--- src/hw/pilc_defs.vh ---
// Constants of the parallel I/O line controller.
// Assumes inclusion by bare name from the design files.
`ifndef PILC_DEFS_VH
`define PILC_DEFS_VH

// ----------------------------------------
// Register byte offsets
// ----------------------------------------
`define PILC_OFS_LINE_OWN_SET 8'h00
`define PILC_OFS_LINE_OWN_CLEAR 8'h04
`define PILC_OFS_LINE_OWN_STATE 8'h08
`define PILC_OFS_DRIVE_ON 8'h10
`define PILC_OFS_DRIVE_OFF 8'h14
`define PILC_OFS_DRIVE_STATE 8'h18
`define PILC_OFS_DEGLITCH_ON 8'h20
`define PILC_OFS_DEGLITCH_OFF 8'h24
`define PILC_OFS_DEGLITCH_STATE 8'h28
`define PILC_OFS_OUT_LEVEL_SET 8'h30
`define PILC_OFS_OUT_LEVEL_CLEAR 8'h34
`define PILC_OFS_OUT_LEVEL_STATE 8'h38
`define PILC_OFS_PIN_LEVEL_STATE 8'h3c
`define PILC_OFS_IRQ_ON 8'h40
`define PILC_OFS_IRQ_OFF 8'h44
`define PILC_OFS_IRQ_MASK 8'h48
`define PILC_OFS_IRQ_PENDING 8'h4c
`define PILC_OFS_OPEN_DRAIN_ON 8'h50
`define PILC_OFS_OPEN_DRAIN_OFF 8'h54
`define PILC_OFS_OPEN_DRAIN_STATE 8'h58
`define PILC_OFS_PULLUP_OFF 8'h60
`define PILC_OFS_PULLUP_ON 8'h64
`define PILC_OFS_PULLUP_STATE 8'h68
`define PILC_OFS_PERIPH_A_SELECT 8'h70
`define PILC_OFS_PERIPH_B_SELECT 8'h74
`define PILC_OFS_PERIPH_SEL_STATE 8'h78
`define PILC_OFS_WMASK_SET 8'ha0
`define PILC_OFS_WMASK_CLEAR 8'ha4
`define PILC_OFS_WMASK_STATE 8'ha8

// ----------------------------------------
// Reset values and product masks
// ----------------------------------------
`define PILC_RST_ZERO 32'h00000000
`define PILC_DEF_LINE_MASK 32'hffffffff
`define PILC_DEF_MUX_MASK 32'hffffffff
`define PILC_DEF_OWN_RESET 32'hffffffff

// ----------------------------------------
// Bus answers
// ----------------------------------------
`define PILC_RESP_OKAY 2'b00
`define PILC_RESP_SLVERR 2'b10

`endif

--- src/hw/pilc_deglitch.v ---
// Pin synchroniser and half-cycle glitch filter for 32 lines.
// Assumes raw pad levels that are asynchronous to clk.
`timescale 1ns/1ps
module pilc_deglitch (
    clk,
    rst_n,
    pin_raw,
    filt_on,
    sync_lvl,
    filt_lvl
);
    input wire clk;
    input wire rst_n;
    input wire [31:0] pin_raw;
    input wire [31:0] filt_on;
    output wire [31:0] sync_lvl;
    output wire [31:0] filt_lvl;

    reg [31:0] p1_ff;
    reg [31:0] p2_ff;
    reg [31:0] n1_ff;
    reg [31:0] n2_ff;
    reg [31:0] flt_ff;
    wire [31:0] differ;

    // ----------------------------------------
    // Rising and falling edge synchronisers
    // ----------------------------------------
    always @(posedge clk or negedge rst_n) begin
        if (!rst_n) begin
            p1_ff <= 32'h00000000;
            p2_ff <= 32'h00000000;
        end else begin
            p1_ff <= pin_raw;
            p2_ff <= p1_ff;
        end
    end

    always @(negedge clk or negedge rst_n) begin
        if (!rst_n) begin
            n1_ff <= 32'h00000000;
            n2_ff <= 32'h00000000;
        end else begin
            n1_ff <= pin_raw;
            n2_ff <= n1_ff;
        end
    end

    // ----------------------------------------
    // Accept a level only if both half-cycle samples agree
    // ----------------------------------------
    assign differ = p2_ff ^ n2_ff;

    always @(posedge clk or negedge rst_n) begin
        if (!rst_n) begin
            flt_ff <= 32'h00000000;
        end else begin
            flt_ff <= (~differ & p2_ff) | (differ & flt_ff);
        end
    end

    assign sync_lvl = p2_ff;
    assign filt_lvl = (filt_on & flt_ff) | (~filt_on & p2_ff);
endmodule

--- src/hw/pilc_top.v ---
// Parallel I/O line controller: 32 lines, AXI4-Lite register slave.
// Assumes peripheral and power-manager inputs are on clk; pads are not.
`timescale 1ns/1ps
`include "pilc_defs.vh"
module pilc_top #(
    parameter [31:0] LINE_MASK = `PILC_DEF_LINE_MASK,
    parameter [31:0] MUX_MASK = `PILC_DEF_MUX_MASK,
    parameter [31:0] OWN_RESET = `PILC_DEF_OWN_RESET
) (
    input wire clk,
    input wire rst_n,
    input wire [7:0] s_axi_awaddr,
    input wire s_axi_awvalid,
    output reg s_axi_awready,
    input wire [31:0] s_axi_wdata,
    input wire [3:0] s_axi_wstrb,
    input wire s_axi_wvalid,
    output reg s_axi_wready,
    output reg [1:0] s_axi_bresp,
    output reg s_axi_bvalid,
    input wire s_axi_bready,
    input wire [7:0] s_axi_araddr,
    input wire s_axi_arvalid,
    output reg s_axi_arready,
    output reg [31:0] s_axi_rdata,
    output reg [1:0] s_axi_rresp,
    output reg s_axi_rvalid,
    input wire s_axi_rready,
    input wire master_clk_on,
    input wire [31:0] pin_in,
    output reg [31:0] pin_out_ff,
    output reg [31:0] pin_oe_n_ff,
    output reg [31:0] pullup_on_ff,
    input wire [31:0] periph_a_out,
    input wire [31:0] periph_a_oe,
    input wire [31:0] periph_b_out,
    input wire [31:0] periph_b_oe,
    output reg [31:0] periph_in_ff,
    output reg change_irq_ff
);

    // ----------------------------------------
    // Shared helpers
    // ----------------------------------------
    function [31:0] strb_bits;
        input [3:0] s;
        begin
            strb_bits = {{8{s[3]}}, {8{s[2]}}, {8{s[1]}}, {8{s[0]}}};
        end
    endfunction

    // Set/clear update restricted to implemented lines
    function [31:0] set_clr;
        input [31:0] cur;
        input do_set;
        input do_clr;
        input [31:0] d;
        reg [31:0] r;
        begin
            r = cur;
            if (do_set) begin
                r = r | d;
            end
            if (do_clr) begin
                r = r & ~d;
            end
            set_clr = r & LINE_MASK;
        end
    endfunction

    // ----------------------------------------
    // State
    // ----------------------------------------
    reg [31:0] pullup_state_ff;
    reg [31:0] line_own_ff;
    reg [31:0] periph_sel_state_ff;
    reg [31:0] drive_state_ff;
    reg [31:0] out_level_state_ff;
    reg [31:0] wmask_state_ff;
    reg [31:0] open_drain_state_ff;
    reg [31:0] deglitch_state_ff;
    reg [31:0] change_irq_mask_ff;
    reg [31:0] change_irq_pending_ff;
    reg [31:0] pin_level_state_ff;
    reg [7:0] waddr_ff;
    reg [31:0] wdata_ff;
    reg [3:0] wstrb_ff;
    reg aw_hold_ff;
    reg w_hold_ff;
    reg [31:0] nxt_pending;
    reg [31:0] nxt_rdata;
    reg nxt_rhit;

    wire [31:0] sync_lvl;
    wire [31:0] filt_lvl;
    wire [31:0] line_own_state;
    wire [31:0] wd;
    wire wr_go;
    wire rd_go;
    wire [31:0] change;
    wire [31:0] sel_out;
    wire [31:0] sel_oe;
    wire [31:0] drv_lvl;
    wire [31:0] drv_en;

    assign line_own_state = (line_own_ff | ~MUX_MASK) & LINE_MASK;
    assign wd = wdata_ff & strb_bits(wstrb_ff);
    assign wr_go = aw_hold_ff & w_hold_ff & ~s_axi_bvalid;
    assign rd_go = s_axi_arvalid & s_axi_arready;

    pilc_deglitch u_deglitch (
        .clk(clk),
        .rst_n(rst_n),
        .pin_raw(pin_in),
        .filt_on(deglitch_state_ff),
        .sync_lvl(sync_lvl),
        .filt_lvl(filt_lvl)
    );

    // ----------------------------------------
    // Write channel
    // ----------------------------------------
    always @(posedge clk or negedge rst_n) begin
        if (!rst_n) begin
            s_axi_awready <= 1'b1;
            s_axi_wready <= 1'b1;
            s_axi_bvalid <= 1'b0;
            s_axi_bresp <= `PILC_RESP_OKAY;
            aw_hold_ff <= 1'b0;
            w_hold_ff <= 1'b0;
            waddr_ff <= 8'h00;
            wdata_ff <= 32'h00000000;
            wstrb_ff <= 4'h0;
        end else begin
            if (s_axi_awvalid && s_axi_awready) begin
                waddr_ff <= s_axi_awaddr;
                aw_hold_ff <= 1'b1;
                s_axi_awready <= 1'b0;
            end
            if (s_axi_wvalid && s_axi_wready) begin
                wdata_ff <= s_axi_wdata;
                wstrb_ff <= s_axi_wstrb;
                w_hold_ff <= 1'b1;
                s_axi_wready <= 1'b0;
            end
            if (wr_go) begin
                aw_hold_ff <= 1'b0;
                w_hold_ff <= 1'b0;
                s_axi_bvalid <= 1'b1;
                case (waddr_ff)
                    `PILC_OFS_LINE_OWN_SET, `PILC_OFS_LINE_OWN_CLEAR,
                    `PILC_OFS_DRIVE_ON, `PILC_OFS_DRIVE_OFF,
                    `PILC_OFS_DEGLITCH_ON, `PILC_OFS_DEGLITCH_OFF,
                    `PILC_OFS_OUT_LEVEL_SET, `PILC_OFS_OUT_LEVEL_CLEAR,
                    `PILC_OFS_OUT_LEVEL_STATE, `PILC_OFS_IRQ_ON,
                    `PILC_OFS_IRQ_OFF, `PILC_OFS_OPEN_DRAIN_ON,
                    `PILC_OFS_OPEN_DRAIN_OFF, `PILC_OFS_PULLUP_OFF,
                    `PILC_OFS_PULLUP_ON, `PILC_OFS_PERIPH_A_SELECT,
                    `PILC_OFS_PERIPH_B_SELECT, `PILC_OFS_WMASK_SET,
                    `PILC_OFS_WMASK_CLEAR, `PILC_OFS_LINE_OWN_STATE,
                    `PILC_OFS_DRIVE_STATE, `PILC_OFS_DEGLITCH_STATE,
                    `PILC_OFS_PIN_LEVEL_STATE, `PILC_OFS_IRQ_MASK,
                    `PILC_OFS_IRQ_PENDING, `PILC_OFS_OPEN_DRAIN_STATE,
                    `PILC_OFS_PULLUP_STATE, `PILC_OFS_PERIPH_SEL_STATE,
                    `PILC_OFS_WMASK_STATE: begin
                        s_axi_bresp <= `PILC_RESP_OKAY;
                    end
                    default: begin
                        s_axi_bresp <= `PILC_RESP_SLVERR;
                    end
                endcase
            end
            if (s_axi_bvalid && s_axi_bready) begin
                s_axi_bvalid <= 1'b0;
                s_axi_awready <= 1'b1;
                s_axi_wready <= 1'b1;
            end
        end
    end

    // ----------------------------------------
    // Configuration registers
    // ----------------------------------------
    always @(posedge clk or negedge rst_n) begin
        if (!rst_n) begin
            pullup_state_ff <= `PILC_RST_ZERO;
            line_own_ff <= OWN_RESET & LINE_MASK;
            periph_sel_state_ff <= `PILC_RST_ZERO;
            drive_state_ff <= `PILC_RST_ZERO;
            out_level_state_ff <= `PILC_RST_ZERO;
            wmask_state_ff <= `PILC_RST_ZERO;
            open_drain_state_ff <= `PILC_RST_ZERO;
            deglitch_state_ff <= `PILC_RST_ZERO;
            change_irq_mask_ff <= `PILC_RST_ZERO;
        end else if (wr_go) begin
            pullup_state_ff <= set_clr(pullup_state_ff,
                waddr_ff == `PILC_OFS_PULLUP_OFF,
                waddr_ff == `PILC_OFS_PULLUP_ON, wd);
            line_own_ff <= set_clr(line_own_ff,
                waddr_ff == `PILC_OFS_LINE_OWN_SET,
                waddr_ff == `PILC_OFS_LINE_OWN_CLEAR, wd & MUX_MASK);
            periph_sel_state_ff <= set_clr(periph_sel_state_ff,
                waddr_ff == `PILC_OFS_PERIPH_B_SELECT,
                waddr_ff == `PILC_OFS_PERIPH_A_SELECT, wd);
            drive_state_ff <= set_clr(drive_state_ff,
                waddr_ff == `PILC_OFS_DRIVE_ON,
                waddr_ff == `PILC_OFS_DRIVE_OFF, wd);
            wmask_state_ff <= set_clr(wmask_state_ff,
                waddr_ff == `PILC_OFS_WMASK_SET,
                waddr_ff == `PILC_OFS_WMASK_CLEAR, wd);
            open_drain_state_ff <= set_clr(open_drain_state_ff,
                waddr_ff == `PILC_OFS_OPEN_DRAIN_ON,
                waddr_ff == `PILC_OFS_OPEN_DRAIN_OFF, wd);
            deglitch_state_ff <= set_clr(deglitch_state_ff,
                waddr_ff == `PILC_OFS_DEGLITCH_ON,
                waddr_ff == `PILC_OFS_DEGLITCH_OFF, wd);
            change_irq_mask_ff <= set_clr(change_irq_mask_ff,
                waddr_ff == `PILC_OFS_IRQ_ON,
                waddr_ff == `PILC_OFS_IRQ_OFF, wd);
            if (waddr_ff == `PILC_OFS_OUT_LEVEL_STATE) begin
                // Only strobed bits whose wmask_state_ff bit is set take the new value
                out_level_state_ff <= ((out_level_state_ff & ~(wmask_state_ff
                    & strb_bits(wstrb_ff))) | (wdata_ff & wmask_state_ff
                    & strb_bits(wstrb_ff))) & LINE_MASK;
            end else begin
                out_level_state_ff <= set_clr(out_level_state_ff,
                    waddr_ff == `PILC_OFS_OUT_LEVEL_SET,
                    waddr_ff == `PILC_OFS_OUT_LEVEL_CLEAR, wd);
            end
        end
    end

    // ----------------------------------------
    // Pin sampling and change detection
    // ----------------------------------------
    assign change = master_clk_on ?
        ((filt_lvl ^ pin_level_state_ff) & LINE_MASK) : 32'h00000000;

    always @* begin
        nxt_pending = change_irq_pending_ff;
        if (rd_go && s_axi_araddr == `PILC_OFS_IRQ_PENDING) begin
            nxt_pending = 32'h00000000;
        end
        nxt_pending = nxt_pending | change;
    end

    always @(posedge clk or negedge rst_n) begin
        if (!rst_n) begin
            pin_level_state_ff <= `PILC_RST_ZERO;
            change_irq_pending_ff <= `PILC_RST_ZERO;
            change_irq_ff <= 1'b0;
            periph_in_ff <= 32'h00000000;
        end else begin
            if (master_clk_on) begin
                pin_level_state_ff <= filt_lvl & LINE_MASK;
            end
            change_irq_pending_ff <= nxt_pending;
            change_irq_ff <= |(nxt_pending & change_irq_mask_ff);
            periph_in_ff <= sync_lvl;
        end
    end

    // ----------------------------------------
    // Pad drive
    // ----------------------------------------
    assign sel_out = (periph_sel_state_ff & periph_b_out)
        | (~periph_sel_state_ff & periph_a_out);
    assign sel_oe = (periph_sel_state_ff & periph_b_oe)
        | (~periph_sel_state_ff & periph_a_oe);
    assign drv_lvl = (line_own_state & out_level_state_ff)
        | (~line_own_state & sel_out);
    assign drv_en = ((line_own_state & drive_state_ff)
        | (~line_own_state & sel_oe)) & LINE_MASK;

    always @(posedge clk or negedge rst_n) begin
        if (!rst_n) begin
            pin_out_ff <= 32'h00000000;
            pin_oe_n_ff <= 32'hffffffff;
            pullup_on_ff <= 32'hffffffff;
        end else begin
            pin_out_ff <= drv_lvl & ~open_drain_state_ff;
            pin_oe_n_ff <= ~(drv_en & ~(open_drain_state_ff & drv_lvl));
            pullup_on_ff <= ~pullup_state_ff;
        end
    end

    // ----------------------------------------
    // Read channel
    // ----------------------------------------
    always @* begin
        nxt_rhit = 1'b1;
        case (s_axi_araddr)
            `PILC_OFS_LINE_OWN_STATE: nxt_rdata = line_own_state;
            `PILC_OFS_DRIVE_STATE: nxt_rdata = drive_state_ff;
            `PILC_OFS_DEGLITCH_STATE: nxt_rdata = deglitch_state_ff;
            `PILC_OFS_OUT_LEVEL_STATE: nxt_rdata = out_level_state_ff;
            `PILC_OFS_PIN_LEVEL_STATE: nxt_rdata = pin_level_state_ff;
            `PILC_OFS_IRQ_MASK: nxt_rdata = change_irq_mask_ff;
            `PILC_OFS_IRQ_PENDING: nxt_rdata = change_irq_pending_ff;
            `PILC_OFS_OPEN_DRAIN_STATE: nxt_rdata = open_drain_state_ff;
            `PILC_OFS_PULLUP_STATE: nxt_rdata = pullup_state_ff;
            `PILC_OFS_PERIPH_SEL_STATE: nxt_rdata = periph_sel_state_ff;
            `PILC_OFS_WMASK_STATE: nxt_rdata = wmask_state_ff;
            `PILC_OFS_LINE_OWN_SET, `PILC_OFS_LINE_OWN_CLEAR,
            `PILC_OFS_DRIVE_ON, `PILC_OFS_DRIVE_OFF,
            `PILC_OFS_DEGLITCH_ON, `PILC_OFS_DEGLITCH_OFF,
            `PILC_OFS_OUT_LEVEL_SET, `PILC_OFS_OUT_LEVEL_CLEAR,
            `PILC_OFS_IRQ_ON, `PILC_OFS_IRQ_OFF,
            `PILC_OFS_OPEN_DRAIN_ON, `PILC_OFS_OPEN_DRAIN_OFF,
            `PILC_OFS_PULLUP_OFF, `PILC_OFS_PULLUP_ON,
            `PILC_OFS_PERIPH_A_SELECT, `PILC_OFS_PERIPH_B_SELECT,
            `PILC_OFS_WMASK_SET, `PILC_OFS_WMASK_CLEAR: nxt_rdata = 32'h00000000;
            default: begin
                nxt_rdata = 32'h00000000;
                nxt_rhit = 1'b0;
            end
        endcase
    end

    always @(posedge clk or negedge rst_n) begin
        if (!rst_n) begin
            s_axi_arready <= 1'b1;
            s_axi_rvalid <= 1'b0;
            s_axi_rdata <= 32'h00000000;
            s_axi_rresp <= `PILC_RESP_OKAY;
        end else begin
            if (rd_go) begin
                s_axi_arready <= 1'b0;
                s_axi_rvalid <= 1'b1;
                s_axi_rdata <= nxt_rdata & LINE_MASK;
                s_axi_rresp <= nxt_rhit ? `PILC_RESP_OKAY : `PILC_RESP_SLVERR;
            end
            if (s_axi_rvalid && s_axi_rready) begin
                s_axi_rvalid <= 1'b0;
                s_axi_arready <= 1'b1;
            end
        end
    end

endmodule

--- config.mk ---
export PLATFORM = sky130hd
export DESIGN_NAME = pilc_top
export DESIGN_NICKNAME = d
export VERILOG_FILES = /design/src/hw/pilc_deglitch.v /design/src/hw/pilc_top.v
export VERILOG_INCLUDE_DIRS = /design/src /design/src/hw
export SDC_FILE = /design/constraint.sdc
export NUM_CORES = 1
export LEC_CHECK = 0
export BUFFER_PORTS_ARGS = -buffer_cell sky130_fd_sc_hd__buf_2
export CORE_MARGIN = 2
export CORE_UTILIZATION = 30
export DETAILED_ROUTE_END_ITERATION = 6
export PLACE_DENSITY_LB_ADDON = 0.12
export SLEW_MARGIN = 5
export SYNTH_ARGS = -nofsm -noshare
export SYNTH_HDL_FRONTEND = slang
export SYNTH_SLANG_ARGS = --single-unit
--- constraint.sdc ---
create_clock -name clk -period 3.4 [get_ports clk]
set_input_delay 0 -clock clk [delete_from_list [all_inputs] [get_ports clk]]
set_output_delay 0 -clock clk [all_outputs]
set_load 0.02 [all_outputs]
# Word level (Yosys, flattened, before mapping)
# Cells that the tools add are included.
# classes
eq_ne,56
n_mux,49
bitwise,63
n_reduce_logical,16
# op_table
operator,n
$mux 32,31
$and 32x32->32,30
$or 32x32->32,17
$pmux 32 s11,1
$not 32->32,10
$eq 8x7->1 const B,26
$eq 8x6->1 const B,14
$xor 32x32->32,2
$reduce_or 29->1,2
$eq 8x5->1 const B,6
$eq 8x8->1 const B,6
$reduce_or 32->1,1
$eq 8x3->1 const B,2
$eq 8x4->1 const B,2
$logic_not 8->1,2
$mux 1,15
$reduce_bool 2->1,6
$logic_and 1x1->1,5
$mux 2,2
$and 1x1->1,3
$not 1->1,1
# totals
regBits,728
in_bits,220
output_inout_bits,170

# Longest topological paths before layout
# Gate-level depths: netlist (run 1).
# logic_depth
ltp_word,9
mapped_depth,9
depth_no_buf,6

# Cells and area by module
# Synthesis (run 1) repeated with hierarchy kept, for this count alone.
# hier_totals
cells_unflattened,2735
area_unflattened_um2,30732.0
# modules_own_cells
mod,n_inst,cells_per_inst,area_each_um2,seq_area_each_um2
pilc_top,1,2511,25887.3,14287.5
pilc_deglitch,1,224,4844.6,4003.8

==> results of run 1 <==
metal layers:
metal / vias to the layer above / part of all wire [%]
li1: 11279 / -
met1: 12696 / 45
met2: 731 / 47
met3: 152 / 5.4
met4: 12 / 2.6
met5: - / 0.066
cell usage in the layout, fill, tap and decap left out, types with 25 or more instances in the layout:
master,n
o21ai_1,110
clkbuf_16,88
nand2_1,202
nor2_1,160
a21oi_1,117
nand3_1,41
inv_1,70
mux2_2,58
a22oi_1,68
o22ai_1,27
xnor2_1,32
o21ai_0,196
buf_4,72
dfstp_2,99
maj3_1,32
a221oi_1,29
dlygate4sd3_1,272
o21ai_2,30
a22o_1,93
o31ai_1,189
dfrtn_1,64
buf_2,383
mux4_2,25
o31ai_2,30
mux2i_1,149
dfrtp_1,562
power breakdown:
group	switching, uW	internal [uW]
clock network	3840	5680
logic	3220	1630
registers	1180	9730
worst max-delay path: cells and delay by family (launching register included):
kind,cells,cell delay (ps)
compound gates,1,310
simple gates,4,1370
flops,1,440
buf+inv,1,450
cell type report:
type                            count  area share [%]
Antenna cell                        2          0.0123
Clock buffer                      120            6.09
Clock inverter                     35            1.04
Inverter                           70           0.647
Multi-Input combinational cell   1729            29.6
Sequential cell                   726            45.1
Tap cell                         1380            4.25
Timing Repair Buffer              738            13.3
final timing paths:
check | endpoint | cells past startpoint
setup / recovery | flop | 6
hold / removal | u_deglitch.p1_ff[16]$_DFF_PN0_ | 2
setup reg to reg | flop | 6
hold reg to reg | u_deglitch.n2_ff[12]$_DFF_NN0_ | 0
max in group asynchronous | u_deglitch.n1_ff[12]$_DFF_NN0_ | 3
min in group asynchronous | s_axi_wready$_DFFE_PN1P_ | 2
through the flow:
step | power (uW) | hold slack [ps] | worst slack, ps
2_1_floorplan | 13700 | -296 | 927
3_3_place_gp | 15500 | -40.2 | 838
3_5_place_dp | 15600 | -37.9 | 709
4_1_cts | 25600 | 0.433 | 683
5_1_grt | 26500 | 19.3 | 487
6_report | 25300 | 29.4 | 669
logic make-up after synthesis:
group	count (synthesis)	share of synthesized area [%]
compound gates	932	19.9
flops	726	58.1
simple gates	476	6.75
buf+inv	275	3.88
mux	255	9.43
fa+ha+maj	32	1.02
xor+xnor	32	0.891
other cells	1	0.0119
==> results.cfg, run 1 <==
[timing]
max_freq_ghz = 0.366
post-route-period-util_pct = 80.3
tns_ps = 0
finalClockSkew_ps = 35.4
tightest_slew_ps = 1200
hold_viol = 0
drv_slew = 0
setup_viol = 0
slew_headroom_pct = 20.1
fin_crit_ps = 2730
rsz0062_at_grt = false

[floorplan]
die-area_sq_um = 108000
fp.dieH_microns = 328
io_pins = 390
die_w_microns = 328
num_rows = 118
core_sq_um = 104000
start_util_pct = 30.3

[finish]
fin_nets = 3568
fill_cells = 10019
multi_input_area_sq_um = 12000
fin_cells = 4800
drive_gt1_share_pct = 25.7
final_core_util_pct = 39.1
syn_to_final_growth_pct = 29.0
final_area_sq_um = 40600
seq_area_sq_um = 18300

[routing]
dr.pass1.iters = 5
vias = 24870
drtIter0Drc = 2072
via_per_inst = 5.18
ant_nets = 0
drc = 0
drt_wl_total_microns = 115000
avgRoutedWirePerCell_microns = 23.9

[grt]
top_usage_layer = met2
grt-ovfl-total = 0
grt_use_met2_pct = 34.4
met1_usage_pct = 29.0
groute.usage.overall_pct = 21.2
grt_pass1_wl_microns = 170000
antenna_found_initial = 8
grt_max_degree = 135
grtUsageMet3_pct = 3.97
grt_pass1_vias = 25240

[worst_setup_path]
arrival_ps = 3270
critical_path_class = flop to flop
cp-end-kind = flop
reg2reg_slack_ps = 670
cp_cell_sequence = nor4_4 > nand2b_2 > nor3_2 > nand2_2 > buf_4 > o31ai_1
critPathMaxStageDelay_ps = 480
crit_fanout = 34
required_ps = 3940
start_kind = flop
slowest_stage = nor4_4
cp-startpoint = waddr_ff[1]$_DFFE_PN0P_
timing.rr.start = waddr_ff[1]$_DFFE_PN0P_

[synthesis]
async_reset_ff_share_pct = 100
synthCells = 2729
synth_most_common_cell = dfrtp_1
synth_top_cell_by_area = dfrtp_1
yosysTopAreaCellShare_pct = 44.8
synth_area_sq_um = 31500
ys_seq_area_share_pct = 58.1
syn_area_per_cell_sq_um = 11.5
synth_ff_type = dfrtp_1
synth_common_cells = 563 x dfrtp_1, 209 x nand2_1, 196 x o21ai_0, 189 x o31ai_1, 160 x nor2_1
synth.distinct_cells = 72
ys_warn_count = 0
synth_area_leaders = dfrtp_1 45%, dfstp_2 8.3%, dfrtn_1 5.1%, mux2i_1 4.7%, o31ai_1 4.5%
synth-seq-cells = 726
synth-edff-count = 0

[placement]
place.gp.congestion = 0.835
dp.cells = 4370
numPortBuffers = 387
placed_area_sq_um = 34900
dp_hpwl_microns = 78600

[clock_network]
postCtsResizedCells = 0
clkLatencyLatePin_ps = 650
cts_tree = yes
clockBufferDepth = 3
cts.sinks = 726
path_clk_slew_ps = 60
htree_levels = 3
cts_setup_buffers = 0
cts_buffers = 83
cts_hold_buf = 273
clock-root-buffer = clkbuf_16

[flow_run]
max-cap-violations = 0

[power_and_ir_drop]
peakVddDrop_mv = 0.519
p_leak_uw = 0.0168
powerDensity_nw_per_um2 = 623

[worst_hold_path]
hp-start = pin_in[16]
min_path_type = primary input to flop

[outcome]
status = completed
(Power assumes the default switching activity.)
==> run 2: changes to the inputs <==
==> constraint.sdc (replaced) <==
create_clock -name clk -period 2.25 [get_ports clk]
set_input_delay 0 -clock clk [delete_from_list [all_inputs] [get_ports clk]]
set_output_delay 0 -clock clk [all_outputs]
set_load 0.02 [all_outputs]
==> run 2 against run 1 <==
  * Clock power rose by 63%
  * Die area is the same
  * Sequential share of layout area fell by 1.3 points
  * Final area up 3.0%
  * Critical path depth rose by 2
  * Global-route usage about the same
  * Hold slack worse by 12 ps
  * Count of clock-buffer cells in the layout decreased by 1
  * Clock skew increased by 9.8 ps
  * Routed wire length is 0.33% higher
  * Flip-flop and latch count unchanged
==> results.cfg, run 2 (same netlist as run 1, synthesis figures left out) <==
[grt]
grt_pass1_wl_microns = 170000
grt_max_degree = 122
grt_use_met2_pct = 34.5
groute.usage.overall_pct = 21.2
top_usage_layer = met2
grtUsageMet3_pct = 3.71
antenna_found_initial = 7
grt-ovfl-total = 0
grt_pass1_vias = 25614
met1_usage_pct = 29.0

[power_and_ir_drop]
p_leak_uw = 0.0175
sw_frac_of_total_pct = 31.5
powerDensity_nw_per_um2 = 959
peakVddDrop_mv = 0.711
combPwrFrac_pct = 20.3
p_switching_uw = 12600
seqPwrFrac_pct = 41.0
clock_power_share_pct = 38.7
intPower_uw = 27500

[placement]
numPortBuffers = 387
dp.cells = 4458
place.gp.congestion = 0.838
dp_hpwl_microns = 79200

[floorplan]
die-area_sq_um = 108000
start_util_pct = 30.3
fp.dieH_microns = 328
num_rows = 118
core_sq_um = 104000
die_w_microns = 328
io_pins = 390

[worst_setup_path]
critPathMaxStageDelay_ps = 580
cp-end-kind = flop
arrival_ps = 2730
slowest_stage = dlygate4sd3_1
required_ps = 2800
start_kind = primary input
crit_fanout = 26
reg2reg_depth = 6
crit_top_cell = dlygate4sd3_1
cp_cell_sequence = dlygate4sd3_1 > buf_6 > buf_4 > nand2b_1 > o32ai_1 > o21ai_1 > a31oi_1 > dlygate4sd3_1
reg2reg_to = pin_oe_n_ff[12]$_DFF_PN1_
reg2reg_slack_ps = 80
critical_path_class = primary input to flop

[timing]
setup_viol = 0
fin_crit_ps = 2180
hold_ws_ps = 17.3
tns_ps = 0
slew_headroom_pct = 24.7
max_freq_ghz = 0.459
tightest_slew_ps = 1130
drv_slew = 0
post-route-period-util_pct = 96.8
hold_viol = 0
finalClockSkew_ps = 45.1

[finish]
fin_cells = 4895
syn_to_final_growth_pct = 32.9
final_cell_mix = 546 x dfrtp_1, 383 x buf_2, 271 x dlygate4sd3_1
final_common_cell = dfrtp_1
drive_gt1_share_pct = 28.6
fin_nets = 3662
antenna_cells = 0

[clock_network]
clockBufferDepth = 3
clock-root-buffer = clkbuf_16
cts_buffers = 85
cts_tree = yes
path_clk_slew_ps = 60
clkLatencyLatePin_ps = 670
cts.sinks = 726
htree_levels = 3

[routing]
drc = 0
ant_nets = 0
drt_wl_total_microns = 115000
vias = 25141
via_per_inst = 5.14
drtIter0Drc = 2066
dr.pass1.iters = 5
avgRoutedWirePerCell_microns = 23.5

[worst_hold_path]
min_path_type = primary input to flop
hp-start = pin_in[8]
hold_end = u_deglitch.p1_ff[8]$_DFF_PN0_
hold_depth = 2

[flow_run]
max-cap-violations = 0

[outcome]
status = completed
-- run 2: changes by cell type in the layout (fill, tap and decap cells not counted), moves of 6 or more --
cell | before | now
buf_4 | 72 | 145
dfrtp_1 | 562 | 546
buf_12 | 10 | 27
dfrtp_2 | 0 | 16
clkbuf_1 | 17 | 11
bufinv_16 | 8 | 16
-- run 2: how the worst max path moves through the flow --
stage	endpoint	cells after the start	slack, ps	startpoint
CTS	pin_oe_n_ff[16]$_DFF_PN1_	6	50	flop
finish	s_axi_rdata[3]$_DFFE_PN0P_	8	70	s_axi_araddr[4]
detailed placement	s_axi_rdata[21]$_DFFE_PN0P_	8	110	s_axi_araddr[6]
global placement	s_axi_rdata[21]$_DFFE_PN0P_	8	120	s_axi_araddr[6]
floorplan	flop	1	350	u_deglitch.n2_ff[15]$_DFF_NN0_
global route	pin_oe_n_ff[3]$_DFF_PN1_	6	-0.6	flop
-- run 2: power by group through the flow --
stage          Clock (uW)  Combinational, uW  Sequential [uW]
5_1_grt             16500               8900            16600
3_5_place_dp            0               7630            16600
4_1_cts             15900               8140            16400
6_report            15500               8130            16400
2_1_floorplan           0               4460            16200
3_3_place_gp            0               7470            16600
-- run 2: worst max-delay path: cells and delay by family --
kind,cells,cell delay [ps]
AO/OA/AOI/OAI,3,380
buffers and inverters,4,1780
AND/OR/NAND/NOR,1,530
-- run 2: per-stage QoR --
step / util [%] / setup WS, ps / total power, uW / instance area [sq um]
floorplan: - / 352 / 20600 / 31500
global placement: 34.5 / 116 / 24100 / 35800
detailed placement: 34.5 / 112 / 24300 / 35800
CTS: 40.2 / 45.7 / 40500 / 41700
global route: 40.3 / -0.624 / 42000 / 41800
finish: 40.3 / 71.7 / 40100 / 41800
-- run 2: layout make-up --
type                       count  area, sq um
clock buffer                 119         2530
clock inverter                41          638
fill                        9866        62000
inverter                      70          263
multi-input combinational   1729        12000
sequential                   726        18300
tap                         1380         1730
timing repair buffer         830         6320
-- run 2: routing by layer --
metal	up-vias	wire, microns
li1	11506	-
met1	12671	51200
met2	801	54200
met3	151	6790
met4	12	2640
met5	-	69
-- run 2: what timing repair did --
action                                 4_1_cts  5_1_grt
setup endpoints to repair                    0       17
endpoints found under the hold margin      588        1
resized for setup                            0       26
hold buffers                               271        1
buffers inserted                             0        5
